File: src/pkg/remap_pin_defines.svh
// Register offsets, field positions and reset values of the pin output selectors
`ifndef REMAP_PIN_DEFINES_SVH
`define REMAP_PIN_DEFINES_SVH
`define OFS_PIN_OUT_SEL_20_21 4'h0
`define OFS_PIN_OUT_SEL_22_23 4'h1
`define OFS_PIN_OUT_SEL_24_25 4'h2
`define OFS_PIN_OUT_SEL_26_27 4'h3
`define OFS_PIN_OUT_SEL_28_29 4'h4
`define OFS_PIN_OUT_SEL_30_31 4'h5
`define SEL_ODD_MSB  13
`define SEL_ODD_LSB  8
`define SEL_EVEN_MSB 5
`define SEL_EVEN_LSB 0
`define SEL_RESET    6'h00
`define FUNC_NONE    6'h00
`define REG_RESET    16'h0000
`define PIN_RESET    12'h000
`define RSVD_HI_MSB  15
`define RSVD_HI_LSB  14
`define RSVD_LO_MSB  7
`define RSVD_LO_LSB  6
`endif

File: src/pkg/remap_pin_pkg.sv
// Types shared by the pin output selector
package remap_pin_pkg;
  typedef logic [5:0]  func_sel_t;   // One pin's function number
  typedef logic [15:0] reg_word_t;   // Register data word
  // Register port request
  typedef struct packed {
    logic [3:0] addr;
    reg_word_t  wdata;
    logic       wr;
    logic       rd;
  } reg_req_t;
  // Bus states of the read path
  typedef enum logic [0:0] {
    RD_IDLE = 1'b0,
    RD_DATA = 1'b1
  } rd_state_t;
endpackage : remap_pin_pkg

File: src/rtl/remap_pin_output_select.sv
// Output side of the remappable pin multiplexer for pins 20 to 31
//
// Decided for this implementation: the register addresses and the strobed register port.
`include "remap_pin_defines.svh"
module remap_pin_output_select
  import remap_pin_pkg::*;
#(
  parameter int NUM_FUNCS   = 64,  // Peripheral outputs numbered 0..NUM_FUNCS-1
  parameter bit SMALL_PKG   = 1'b0 // Smaller package without pins 30, 31
) (
  // Clock and reset
  input  wire logic                 clock,
  input  wire logic                 nrst,
  // Register port
  input  wire logic [3:0]           addr,
  input  wire logic [15:0]          wdata,
  input  wire logic                 wr,
  input  wire logic                 rd,
  output      logic [15:0]          rdata,
  // Peripheral outputs, indexed by function number
  input  wire logic [NUM_FUNCS-1:0] periphOut,
  // Remappable pins 20..31, bit 0 is pin 20
  output      logic [11:0]          remapPinOut,
  output      logic [11:0]          remapPinOe
);

  localparam int NPINS = 12;  // Pins in this block
  localparam int NREGS = 6;   // Selector registers

  // Register index of each selector pair; entry r serves pins 2r and 2r+1
  localparam logic [3:0] REG_OFS [NREGS] = '{
    `OFS_PIN_OUT_SEL_20_21,
    `OFS_PIN_OUT_SEL_22_23,
    `OFS_PIN_OUT_SEL_24_25,
    `OFS_PIN_OUT_SEL_26_27,
    `OFS_PIN_OUT_SEL_28_29,
    `OFS_PIN_OUT_SEL_30_31
  };

  // Six bits of selector can never address more than 64 outputs;
  // fewer than two would leave nothing but the idle code
  if (NUM_FUNCS < 2 || NUM_FUNCS > 64) begin : g_bad_num_funcs
    $error("NUM_FUNCS must be 2..64");
  end

  reg_req_t  req;                   // Bundled request
  func_sel_t sel_q [NPINS];         // Stored selectors, one per pin
  func_sel_t sel_d [NPINS];
  reg_word_t rdata_d;               // Next read data
  logic [NPINS-1:0] pinOut_d;       // Next pin levels
  logic [NPINS-1:0] pinOe_d;        // Next pin enables
  logic [63:0]      funcLevels;     // Peripheral levels padded to 64 entries

  // Strobes, index and data travel together from here on
  assign req = '{addr: addr, wdata: wdata, wr: wr, rd: rd};

  // Padding to the full six-bit range means every selector value indexes a real
  // bit, so an out-of-range code never reads past the end of the input vector
  assign funcLevels = 64'(periphOut);

  // Pin present in this package; the smaller package never writes the
  // selectors of pins 30 and 31 and gates their enables, so nothing can ever enable them
  function automatic logic pinExists(input int p);
    return !(SMALL_PKG && p >= 10);
  endfunction : pinExists

  // Selector write decode; only the implemented bits are stored
  always_comb begin
    for (int p = 0; p < NPINS; p++) begin
      sel_d[p] = sel_q[p];
      // Absent pins keep their reset value, so they also read back as zero
      if (req.wr && req.addr == REG_OFS[p / 2] && pinExists(p)) begin
        if (p % 2 == 1) sel_d[p] = req.wdata[`SEL_ODD_MSB:`SEL_ODD_LSB];
        else            sel_d[p] = req.wdata[`SEL_EVEN_MSB:`SEL_EVEN_LSB];
      end
    end
  end

  // Read mux; unimplemented bits and unmapped addresses give zero
  always_comb begin
    // Bus idles at zero between reads
    rdata_d = `REG_RESET;
    if (req.rd) begin
      // Only a matching index fills the word; any other index leaves zero
      for (int r = 0; r < NREGS; r++) begin
        if (req.addr == REG_OFS[r]) begin
          rdata_d[`SEL_ODD_MSB:`SEL_ODD_LSB]   = sel_q[2*r+1];
          rdata_d[`SEL_EVEN_MSB:`SEL_EVEN_LSB] = sel_q[2*r];
        end
      end
    end
    // Unimplemented positions are forced low whatever was stored
    rdata_d[`RSVD_HI_MSB:`RSVD_HI_LSB] = 2'h0;
    rdata_d[`RSVD_LO_MSB:`RSVD_LO_LSB] = 2'h0;
  end

  // Output routing from the stored selectors
  always_comb begin
    for (int p = 0; p < NPINS; p++) begin
      // Zero and out-of-range numbers leave the pin undriven
      pinOe_d[p]  = (sel_q[p] != `FUNC_NONE) && (int'(sel_q[p]) < NUM_FUNCS)
                    && pinExists(p);
      // Undriven pins are held low so a released pin shows no stale level
      pinOut_d[p] = pinOe_d[p] ? funcLevels[sel_q[p]] : 1'b0;
    end
  end

  // Registers only; every output leaves a flip-flop so the pins see no
  // combinational glitch when a selector and a peripheral level change together
  always_ff @(posedge clock or negedge nrst) begin
    if (!nrst) begin
      // Power-on state: no pin taken over by any peripheral
      for (int p = 0; p < NPINS; p++) sel_q[p] <= `SEL_RESET;
      rdata       <= `REG_RESET;
      remapPinOut <= `PIN_RESET;
      remapPinOe  <= `PIN_RESET;
    end else begin
      // Normal running
      for (int p = 0; p < NPINS; p++) sel_q[p] <= sel_d[p];
      rdata       <= rdata_d;
      remapPinOut <= pinOut_d;
      remapPinOe  <= pinOe_d;
    end
  end

  // Write lands in the selector and reads back in the cycle after a read
  property p_write_even;
    @(posedge clock) disable iff (!nrst)
      (wr && addr == 4'h0) |=> (sel_q[0] == $past(wdata[5:0]));
  endproperty
  a_write_even: assert property (p_write_even) else $error("even selector not written");

  property p_write_odd;
    @(posedge clock) disable iff (!nrst)
      (wr && addr == 4'h2) |=> (sel_q[5] == $past(wdata[13:8]));
  endproperty
  a_write_odd: assert property (p_write_odd) else $error("odd selector not written");

  property p_reserved_zero;
    @(posedge clock) disable iff (!nrst)
      (rdata[15:14] == 2'h0) && (rdata[7:6] == 2'h0);
  endproperty
  a_reserved_zero: assert property (p_reserved_zero) else $error("reserved bits not zero");

  property p_readback;
    @(posedge clock) disable iff (!nrst)
      (rd && addr == 4'h1) |=> (rdata == {2'h0, sel_q[3], 2'h0, sel_q[2]});
  endproperty
  a_readback: assert property (p_readback) else $error("readback mismatch");

  property p_zero_idle;
    @(posedge clock) disable iff (!nrst)
      (sel_q[0] == 6'h00) |=> !remapPinOe[0];
  endproperty
  a_zero_idle: assert property (p_zero_idle) else $error("zero selector drives pin");

  property p_route;
    @(posedge clock) disable iff (!nrst)
      (sel_q[1] != 6'h00 && int'(sel_q[1]) < NUM_FUNCS)
        |=> remapPinOe[1] && remapPinOut[1] == $past(periphOut[sel_q[1]]);
  endproperty
  a_route: assert property (p_route) else $error("pin not routed");

  property p_small_pkg;
    @(posedge clock) disable iff (!nrst)
      SMALL_PKG |-> (remapPinOe[11:10] == 2'b00 && sel_q[10] == 6'h00 && sel_q[11] == 6'h00);
  endproperty
  a_small_pkg: assert property (p_small_pkg) else $error("absent pins active");

  property p_unmapped_zero;
    @(posedge clock) disable iff (!nrst)
      (rd && addr > 4'h5) |=> (rdata == 16'h0000);
  endproperty
  a_unmapped_zero: assert property (p_unmapped_zero) else $error("unmapped read not zero");

  // A write to any other index leaves the pin 20 and 21 selectors alone
  property p_keep_others;
    @(posedge clock) disable iff (!nrst)
      (wr && addr != 4'h0) |=> (sel_q[0] == $past(sel_q[0]) && sel_q[1] == $past(sel_q[1]));
  endproperty
  a_keep_others: assert property (p_keep_others) else $error("other index changed a selector");

  // Both fields of a middle register land together
  property p_write_mid;
    @(posedge clock) disable iff (!nrst)
      (wr && addr == 4'h3) |=> (sel_q[6] == $past(wdata[5:0]) && sel_q[7] == $past(wdata[13:8]));
  endproperty
  a_write_mid: assert property (p_write_mid) else $error("pin pair selectors not written");

  // Top pair only stores in the larger package
  property p_write_top;
    @(posedge clock) disable iff (!nrst)
      (wr && addr == 4'h5) |=> (sel_q[10] == (SMALL_PKG ? `SEL_RESET : $past(wdata[5:0])));
  endproperty
  a_write_top: assert property (p_write_top) else $error("top selector write wrong");

  // Top pair reads back its fields, or zero when absent
  property p_readback_top;
    @(posedge clock) disable iff (!nrst)
      (rd && addr == 4'h5)
        |=> (rdata == (SMALL_PKG ? `REG_RESET : {2'h0, sel_q[11], 2'h0, sel_q[10]}));
  endproperty
  a_readback_top: assert property (p_readback_top) else $error("top readback wrong");

  // A released pin is never left at a high level
  property p_undriven_low;
    @(posedge clock) disable iff (!nrst)
      ((remapPinOut & ~remapPinOe) == `PIN_RESET);
  endproperty
  a_undriven_low: assert property (p_undriven_low) else $error("undriven pin not low");

  // Pin 30 follows its peripheral one cycle later when present
  property p_route_top;
    @(posedge clock) disable iff (!nrst)
      (!SMALL_PKG && sel_q[10] != 6'h00 && int'(sel_q[10]) < NUM_FUNCS)
        |=> remapPinOe[10] && remapPinOut[10] == $past(periphOut[sel_q[10]]);
  endproperty
  a_route_top: assert property (p_route_top) else $error("pin 30 not routed");

endmodule : remap_pin_output_select

File: config.mk
export PLATFORM = sky130hd
export DESIGN_NAME = remap_pin_output_select
export DESIGN_NICKNAME = d
export VERILOG_FILES = /design/src/pkg/remap_pin_pkg.sv /design/src/rtl/remap_pin_output_select.sv
export VERILOG_INCLUDE_DIRS = /design/src /design/src/pkg
export SDC_FILE = /design/constraint.sdc
export NUM_CORES = 1
export LEC_CHECK = 0
export BUFFER_PORTS_ARGS = -buffer_cell sky130_fd_sc_hd__buf_2
export CAP_MARGIN = 30
export CORE_MARGIN = 4
export CORE_UTILIZATION = 40
export CTS_CLUSTER_DIAMETER = 50
export DETAILED_ROUTE_END_ITERATION = 6
export PLACE_DENSITY = 0.58
export SLEW_MARGIN = 30
export SYNTH_ARGS = -nofsm -noshare
export SYNTH_HDL_FRONTEND = slang
export SYNTH_SLANG_ARGS = --single-unit
File: constraint.sdc
create_clock -name clock -period 2.35 [get_ports clock]
set_clock_uncertainty 0.2 [all_clocks]
set_input_delay 0.1175 -clock clock [delete_from_list [all_inputs] [get_ports clock]]
set_output_delay 0.1175 -clock clock [all_outputs]
set_load 0.03 [all_outputs]
==> results of run 1 <==
critical path, stage by stage (launching register included):
cell and delay [ns]:
dfrtp_2 0.46, mux4_1 0.58, mux4_2 0.54, a2111oi_4 0.33, a41oi_1 0.09
cells in the final DEF (no fill, tap or decap), drive strengths merged, types with 5 or more instances in the layout:
cell,instances
clkbuf,9
a211oi,7
a31oi,5
nand3b,9
o21ai,18
nand3,51
nand2,66
nor3b,6
a2111oi,6
o221a,5
dlygate4sd3,14
nor2,47
o22ai,10
mux2i,87
mux4,173
inv,7
nor4,11
nor2b,26
clkinv,5
mux2,77
nand4,15
a22oi,18
o21a,7
buf,202
dfrtp,108
a221oi,7
a21oi,25
layout make-up:
| type | instances | area [um2] |
|---|---|---|
| Clock buffer | 9 | 225 |
| Clock inverter | 6 | 57.6 |
| Fill cell | 2517 | 14400 |
| Inverter | 6 | 22.5 |
| Multi-Input combinational cell | 709 | 7750 |
| Sequential cell | 108 | 2700 |
| Tap cell | 372 | 465 |
| Timing Repair Buffer | 216 | 1500 |
stage by stage:
stage	total power, mW	hold WS (ns)	util (%)
after floorplan	6.89	-0.378	-
after global placement	8.56	-0.106	45.3
after detailed placement	8.60	-0.104	45.3
after CTS	10.2	0.0424	46.9
after global routing	10.8	0.0817	47.0
final	10.3	0.0351	47.0
routing by layer:
layer,up-vias,track usage [%]
li1,3981,-
met1,4945,40.2
met2,831,41.1
met3,92,12.8
met4,2,7.10
met5,-,0
power groups by stage:
stage          Sequential (mW)  Clock, mW  Combinational (mW)
6_report                  3.10       1.53                5.65
5_1_grt                   3.15       1.63                6.00
2_1_floorplan             2.87          0                4.01
4_1_cts                   3.05       1.56                5.56
3_5_place_dp              3.08          0                5.52
3_3_place_gp              3.07          0                5.49
registers in the layout (all words and copies together) (netlist names):
register and count:
remapPinOe 12, sel_q 72, remapPinOut 12, rdata 12
kinds of logic (layout without fill, tap and decap cells):
kind of cell           after synthesis  after routing  synth area share [%]
buffers and inverters              161            237                  6.06
AO/OA/AOI/OAI                      122            122                  7.64
flip-flops                         108            108                  24.3
AND/OR/NAND/NOR                    246            246                  11.0
other                                1              4                0.0338
multiplexers                       337            337                  50.9
timing repair:
action | in CTS | in global routing
resized for setup | 1 | 2
hold buffers | 14 | 0
setup endpoints to repair | 1 | 2
hold endpoints to repair | 192 | 0
buffers inserted | 0 | 0
final timing paths:
kind / start / endpoint / slack, ns
max: sel_q[0] / remapPinOut[11] / 0.009
min: nrst / sel_q[2] / 0.04
max reg2reg: sel_q[0] / remapPinOut[11] / 0.009
min reg2reg: sel_q[16] / remapPinOe[9] / 0.38
max in group asynchronous: nrst / sel_q[47] / 1.27
min in group clock: addr[1] / rdata[11] / 0.17
==> key figures, run 1 <==
Outcome
  • Status: completed

Clock network
  • CTS HTree Levels: 3
  • Clock sink count: 108
  • Clock root buffer master: clkbuf_16
  • TritonCTS clock tree: yes
  • CTS buffer count: 9
  • Max Root-Sink Buffers: 2
  • Clk_lat worst skew: 0.36 ns
  • Clk slew on worst S/H paths: 0.08 ns

Routing
  • Vias per cell: 6.91
  • Met2 wire length: 18,900 um
  • Detail Route met3 WL: 7160 um
  • Antenna violation net count after detailed routing: 0
  • WL/cell: 31.3 um
  • DRT iter0 DRCs: about 1.4k
  • Met1 wire length: 17,400 um
  • Vias after detailed routing: 9,851
  • DRC viols: 0
  • Drt pass-1 iters: 6
  • Top Layer Used: met5
  • WL final: 44,600 um

Floorplan
  • I/O pins: between 100 and 150
  • Die area: 0.0305 mm2
  • Die X: between 150 and 200 um
  • Die height: 175 um
  • Core Area: 0.0271 mm2
  • Starting Density: 41.0%
  • Row count: 60

Global route
  • Global route overflow: 0
  • Global-route wire length before repair: 64,700 um
  • Antenna violations before repair: 1
  • GRT Util Overall: between 20% and 30%
  • Vias in the first global route: 9,519
  • Largest net degree at the start of global routing: 45

Synth
  • Synth cell count leaders: mux4_2, clkbuf_1, dfrtp_1
  • Post-synth ARST share: 100%
  • Post-synth top area cell: mux4_2
  • Syn Inst Count: ~980
  • Post-synth EDFFs: 0
  • Syn avg cell area: 11.4 um2
  • Synthesized area: 0.0111 mm2
  • Synthesis Warnings: 0
  • Synth area leaders: mux4_2, dfrtp_1, mux2i_1, mux2_2, clkbuf_1
  • Top cell type's share of synthesized area: 33.9%
  • Netlist cell types: 47
  • Main synth FF type: dfrtp_1
  • Seq/Total Area, Yosys: 24.3%
  • Count leader, synth: mux4_2
  • Synth Register Bits: 108

Timing
  • Pins Over Slew Limit: 0
  • Max Clk Rate: 0.427 GHz
  • Slew Limit Headroom: 49.2%
  • Least-Margin Pin Slew: 0.763 ns
  • Fin crit share: 99.6%
  • Final hold viol count: 0
  • Unrepaired setup endpoints after global routing: true
  • Final worst setup slack: 0.00911 ns
  • Setup-failing EPs final: 0
  • Tmin final: 2.34 ns
  • Setup TNS: 0 ns

Setup path
  • CP required: 2.38 ns
  • Crit path DAT: 2.37 ns
  • Crit path kind: reg -> reg
  • Depth of the worst register-to-register path: 4
  • Crit Path Max Fanout: 6
  • Critical Path Source Type: flop
  • CP endpoint kind: flop

Placement
  • Post-DP HPWL: 30,600 um
  • GPL Wtd Cong: 0.990
  • DP Area: 0.0123 mm2
  • Post-Place Setup Slack: -0.0482 ns
  • Placed cell count: 1,397
  • IO Port Bufs: 119

Flow run
  • # Max-Cap Violations: 0

Final layout
  • Final Net Count: about 1.1k
  • Layout cells sized above 1: 44.4%
  • Area Growth Syn to Fin: 14.6%
  • Post-route insts no fill: 1,426
  • ANT cells: 0
  • Post-route cell area: between 0.01 and 0.015 mm2

Min path
  • Worst hold path class: in -> async

Power and ir drop
  • VDD IR max: 0.441 mV
  • Combinational power share: 55.0%
  • Pwr dens: 807 mW/mm2
  • Switching power: 4.38 mW
  • Switching share of power: a little over two fifths
  • Clock power frac: 14.9%
  • Flop pwr share: 30.2%
  • Int Pwr: 5.90 mW
  • Leakage power: 4.91 nW
(Power assumes the default switching activity.)
==> run 2, diff against run 1 <==
--- a/config.mk
+++ b/config.mk
@@ -9,10 +9,10 @@
 export BUFFER_PORTS_ARGS = -buffer_cell sky130_fd_sc_hd__buf_2
 export CAP_MARGIN = 30
 export CORE_MARGIN = 4
-export CORE_UTILIZATION = 40
+export CORE_UTILIZATION = 55
 export CTS_CLUSTER_DIAMETER = 50
 export DETAILED_ROUTE_END_ITERATION = 6
-export PLACE_DENSITY = 0.58
+export PLACE_DENSITY = 0.77
 export SLEW_MARGIN = 30
 export SYNTH_ARGS = -nofsm -noshare
 export SYNTH_HDL_FRONTEND = slang
==> constraint.sdc (replaced) <==
create_clock -name clock -period 2.09 [get_ports clock]
set_clock_uncertainty 0.2 [all_clocks]
set_input_delay 0.1045 -clock clock [delete_from_list [all_inputs] [get_ports clock]]
set_output_delay 0.1045 -clock clock [all_outputs]
set_load 0.03 [all_outputs]
==> run 2 against run 1 <==
  * The run now ends with design-rule violations, negative setup slack left
  * Critical endpoint unchanged
  * Final area increased by 1.7%
  * Cell count decreased by 5.3%
  * Flip-flop and latch count unchanged
  * Critical path type unchanged
  * Die area decreased by 26%
==> key figures, run 2 (synthesis results as in run 1) <==
Routing
  • Met1 wire length: 14,700 um
  • WL/cell: 32.7 um
  • WL final: 44,100 um
  • Drt pass-1 iters: 7
  • Antenna violation net count after detailed routing: 0
  • DRT iter0 DRCs: 1,878
  • Vias after detailed routing: roughly 11k
  • Top Layer Used: met4
  • Vias per cell: 7.87
  • Detail Route met3 WL: ~8000 um
  • DRC viols: 20
  • Met2 wire length: ~18,000 um

Clock network
  • CTS buffer count: 9
  • Clk slew on worst S/H paths: 0.08 ns
  • Max Root-Sink Buffers: 2
  • Clock root buffer master: clkbuf_16
  • Clk_lat worst skew: 0.37 ns
  • TritonCTS clock tree: yes
  • CTS HTree Levels: 3
  • Clock sink count: 108

Timing
  • Fin crit share: 107%
  • Unrepaired setup endpoints after global routing: true
  • Final hold viol count: 0
  • Tmin final: 2.24 ns
  • Least-Margin Pin Slew: between 0.6 and 0.7 ns
  • Final hold slack: 0.100 ns
  • Pins Over Slew Limit: 0
  • Slew Limit Headroom: about 56%
  • Setup-failing EPs final: 1
  • Final worst setup slack: -0.147 ns
  • Max Clk Rate: 0.447 GHz

Power and ir drop
  • Pwr dens: 920 mW/mm2
  • VDD IR max: 0.440 mV
  • Leakage power: 5.07 nW

Final layout
  • Post-route cell area: about 0.013 mm2
  • Most frequent cells in the layout: mux4_2, buf_2, dfrtp_1, buf_4, mux2i_1
  • Largest register FFs: 72
  • Final Net Count: 1,167
  • Final core utilization: 65.9%
  • Most flops, register: sel_q
  • Layout cells sized above 1: about 47%
  • Most common cell after layout, fill and taps aside: mux4_2
  • Area Growth Syn to Fin: 16.6%
  • Filler cell count: 1,557

Floorplan
  • Core Area: 0.0197 mm2
  • Die X: approximately 150 um
  • I/O pins: 128
  • Die height: 150 um
  • Die area: 0.0225 mm2
  • Row count: 51
  • Starting Density: 56.5%

Placement
  • DP Area: 0.0123 mm2
  • GPL Wtd Cong: 1.07
  • IO Port Bufs: 119
  • Post-DP HPWL: roughly 30,000 um

Setup path
  • CP endpoint kind: flop
  • Crit path kind: reg -> reg
  • Crit Path Max Fanout: 5
  • CP required: between 2 and 2.5 ns
  • Critical Path Source Type: flop
  • Crit path DAT: 2.29 ns

Global route
  • GRT Util Overall: 38.9%
  • Antenna violations before repair: 0
  • Largest net degree at the start of global routing: 38
  • Vias in the first global route: about 10k
  • Global route overflow: 0
  • Global-route wire length before repair: 63,400 um

Min path
  • Worst hold path class: in -> async

Outcome
  • Status: finished, violations left
  • Failing checks: design-rule violations, negative setup slack

Flow run
  • # Max-Cap Violations: 0
==> run 2: changes by cell type in the layout (fill, tap and decap cells not counted), sizes merged <==
cell,previous run,this run
diode,0,1
clkbuf,9,11
clkinvlp,0,1
buf,202,229
dlygate4sd3,14,15
clkinv,5,4
==> run 2: through the flow <==
| step | total power [mW] | TNS, ns | setup WS [ns] | std cells |
|---|---|---|---|---|
| floorplan | 7.74 | -0.0958 | -0.0958 | 978 |
| global placement | 9.59 | -0.133 | -0.133 | 1311 |
| detailed placement | 9.74 | -0.275 | -0.200 | 1311 |
| CTS | 11.5 | -0.111 | -0.111 | 1343 |
| global route | 12.4 | -0.238 | -0.183 | 1349 |
| finish | 11.9 | -0.147 | -0.147 | 1350 |
==> run 2: power breakdown <==
group | total (mW) | internal, mW | leakage (nW) | switching [mW]
sequential | 3.45 | 2.57 | 1.29 | 0.880
combinational | 6.73 | 3.46 | 3.65 | 3.28
clock | 1.73 | 0.835 | 0.137 | 0.893
total | 11.9 | 6.86 | 5.07 | 5.05
==> run 2: layer usage <==
metal	vias up	global-route usage, %
met5	-	0
met4	0	22.9
met3	325	16.7
met2	1194	53.6
met1	5058	51.3
li1	4050	-
==> run 2: layout make-up <==
class	count	area, um2	share of cell area, %
Antenna cell	1	2.50	0.0193
Clock buffer	10	229	1.77
Clock inverter	6	56.3	0.435
Inverter	6	22.5	0.174
Multi-Input combinational cell	709	7790	60.1
Sequential cell	108	2710	20.9
Tap cell	265	332	2.56
Timing Repair Buffer	245	1810	14.0
==> run 2: worst paths after layout <==
| check | startpoint | endpoint | slack [ns] | depth (start not counted) |
|---|---|---|---|---|
| max | sel_q[0] | remapPinOut[11] | -0.15 | 4 |
| min | nrst | remapPinOut[11] | 0.10 | 3 |
| max reg2reg | sel_q[0] | remapPinOut[11] | -0.15 | 4 |
| min reg2reg | sel_q[15] | remapPinOe[9] | 0.34 | 2 |
| max in group asynchronous | nrst | sel_q[12] | 0.49 | 3 |
| min in group clock | wr | sel_q[5] | 0.16 | 5 |
==> run 2: worst max-delay path, stage by stage (launching register included) <==
cell       delay (ns)
dfrtp_2          0.48
mux4_2           0.54
mux4_2           0.53
a2111oi_4        0.29
a41oi_1          0.07
==> run 2: what timing repair did <==
| item | 4_1_cts | 5_1_grt |
|---|---|---|
| gates resized for setup | 8 | 22 |
| hold endpoints to repair | 192 | 0 |
| setup buffers | 1 | 5 |
| pin swaps | 0 | 4 |
| cloned | 0 | 1 |
| hold buffers | 15 | 0 |
| endpoints found under the setup margin | 5 | 8 |
==> run 3, diff against run 2 <==
--- a/config.mk
+++ b/config.mk
@@ -9,10 +9,10 @@
 export BUFFER_PORTS_ARGS = -buffer_cell sky130_fd_sc_hd__buf_2
 export CAP_MARGIN = 30
 export CORE_MARGIN = 4
-export CORE_UTILIZATION = 55
+export CORE_UTILIZATION = 35
 export CTS_CLUSTER_DIAMETER = 50
 export DETAILED_ROUTE_END_ITERATION = 6
-export PLACE_DENSITY = 0.77
+export PLACE_DENSITY = 0.52
 export SLEW_MARGIN = 30
 export SYNTH_ARGS = -nofsm -noshare
 export SYNTH_HDL_FRONTEND = slang
==> run 3 against run 2 <==
  * The flow finishes with violations (negative setup slack)
  * Clock-buffer cell count is 1 lower
  * First-iteration DRC count is 24% lower
  * Hold slack worse by 0.066 ns
  * Maximum frequency is 0.66% higher
  * Non-clock buffer count is 16 higher
  * Via count is 2.7% lower
  * Critical path depth stayed put
  * Setup slack better by 0.015 ns
  * Die area is 54% higher
  * Register-to-register slack hardly changed
  * Sequential share of layout area is 0.80 points lower
  * Routed wire length is 9.8% higher
  * Critical path type unchanged
  * Largest cell class unchanged
==> key figures, run 3 (synthesis results as in run 1) <==
Outcome
  • Status: finished, violations left
  • Failing checks: negative setup slack

Routing
  • Vias per cell: 6.92
  • Vias after detailed routing: 10.3k
  • Drt pass-1 iters: 5
  • Antenna violation net count after detailed routing: 0
  • WL final: just under 50,000 um
  • DRT iter0 DRCs: 1,424
  • WL/cell: 32.4 um
  • DRC viols: 0

Final layout
  • Sequential cell area: 0.00271 mm2
  • Final Net Count: 1,183
  • Largest register FFs: 72
  • Final core utilization: 43.5%
  • Most frequent cells in the layout: mux4_2, buf_2, dfrtp_1, buf_4, mux2i_1
  • Layout cells sized above 1: 49.4%
  • Area of the multi-input gates: 0.00787 mm2
  • ANT cells: 0
  • Post-route cell area: about 0.013 mm2
  • Post-route insts no fill: about 1.5k
  • Filler cell count: 2,914
  • Most common cell after layout, fill and taps aside: mux4_2
  • Area Growth Syn to Fin: 21.1%
  • Most flops, register: sel_q

Setup path
  • Crit path DAT: about 2.3 ns
  • CP top delay family: multiplexers
  • CP max-delay cell: mux4_2
  • CP required: about 2.1 ns
  • CP max stage delay: 0.54 ns
  • Critical Path Most Common Cell: mux4_2
  • CP endpoint kind: flop
  • Crit Path Max Fanout: 5
  • Critical path cell sequence: mux4_2 -> mux4_2 -> a2111oi_4 -> a41oi_1
  • Setup slack, reg-to-reg: -0.13 ns
  • WP buf/inv: 0
  • Worst path depth: 4
  • Depth of the worst register-to-register path: 4
  • Crit path kind: reg -> reg
  • Critical Path Source Type: flop

Global route
  • Antenna violations before repair: 0
  • Vias in the first global route: 9,915
  • Global route overflow: 0
  • Largest net degree at the start of global routing: 60
  • GRT Util Overall: approximately 27%
  • Global-route wire length before repair: 68,700 um

Timing
  • Final hold viol count: 0
  • Pins Over Slew Limit: 0
  • Least-Margin Pin Slew: ~0.59 ns
  • Unrepaired setup endpoints after global routing: true
  • Setup-failing EPs final: 3
  • Tmin final: 2.22 ns
  • Final worst setup slack: -0.133 ns
  • Fin crit share: 106%
  • Max Clk Rate: 0.450 GHz
  • Slew Limit Headroom: 61.0%

Min path
  • Worst hold path class: in -> async

Power and ir drop
  • Leakage power: 5.23 nW
  • Pwr dens: 924 mW/mm2
  • VDD IR max: a little over 0.4 mV

Floorplan
  • I/O pins: 128
  • Core Area: 0.0309 mm2
  • Die X: 186 um
  • Starting Density: 35.9%
  • Die height: 186 um
  • Row count: 64
  • Die area: about 0.035 mm2

Placement
  • DP Area: 0.0126 mm2
  • Post-DP HPWL: 32,700 um
  • GPL Wtd Cong: 0.966
  • IO Port Bufs: 119
  • Placed cell count: 1,445
  • Post-Place Setup Slack: -0.228 ns

Clock network
  • Clock sink count: around 110
  • Clk_lat worst skew: 0.38 ns
  • CTS HTree Levels: 3
  • TritonCTS clock tree: yes
  • CTS buffer count: 9
  • Clock root buffer master: clkbuf_16
  • Max Root-Sink Buffers: 2
  • Clk slew on worst S/H paths: 0.09 ns

Flow run
  • # Max-Cap Violations: 0
## run 3: cell count changes in the layout (fill, tap and decap cells not counted), moves of 3 or more
cell	previous run	this run
buf_12	15	24
buf_4	90	96
a22oi_1	17	14
a22oi_2	1	4
## run 3: layout make-up
| class | count | share of cell area, % |
|---|---|---|
| flip-flops and latches | 108 | 20.1 |
| multi-input cells | 709 | 58.5 |
| inverters | 6 | 0.167 |
| clock inverters | 6 | 0.428 |
| repair buffers | 261 | 15.4 |
| well taps | 396 | 3.68 |
| clock buffers | 9 | 1.67 |
## run 3: tightest hold or removal path, cell delays in order
cell and delay, ns:
dlygate4sd3_1 0.52, buf_4 0.13, buf_12 0.24
## run 3: final timing paths
kind / from / end
max: sel_q[0] / remapPinOut[11]
min: nrst / sel_q[0]
max reg2reg: sel_q[0] / remapPinOut[11]
min reg2reg: sel_q[27] / sel_q[27]
max in group asynchronous: nrst / sel_q[22]
min in group clock: wr / sel_q[3]
## run 3: what timing repair did
item | in CTS | in global routing
resized for setup | 6 | 38
buffers inserted | 0 | 19
cloned | 0 | 3
setup endpoints to repair | 4 | 11
hold buffers | 14 | 0
hold endpoints to repair | 192 | 0
pin swaps | 1 | 8
## run 3: per-layer routing
metal,GRT usage (%),vias to the layer above,wire length [um]
met2,39.0,963,20200
met4,7.43,2,1830
li1,-,4075,-
met3,11.5,140,7630
met1,38.1,5163,18700
met5,2.21,-,101
## run 3: per-stage QoR
step                power [mW]  TNS (ns)  hold slack, ns
floorplan                 7.74   -0.0958          -0.391
finish                    12.4    -0.188          0.0339
CTS                       11.9    -0.127          0.0634
global route              13.0    -0.375          0.0903
detailed placement        10.1    -0.313         -0.0688
global placement          10.1    -0.245         -0.0700
## run 3: where the power goes
part	switching, mW	internal (mW)
Clock	0.907	0.831
Combinational	3.59	3.75
Sequential	0.779	2.57
Total	5.28	7.15
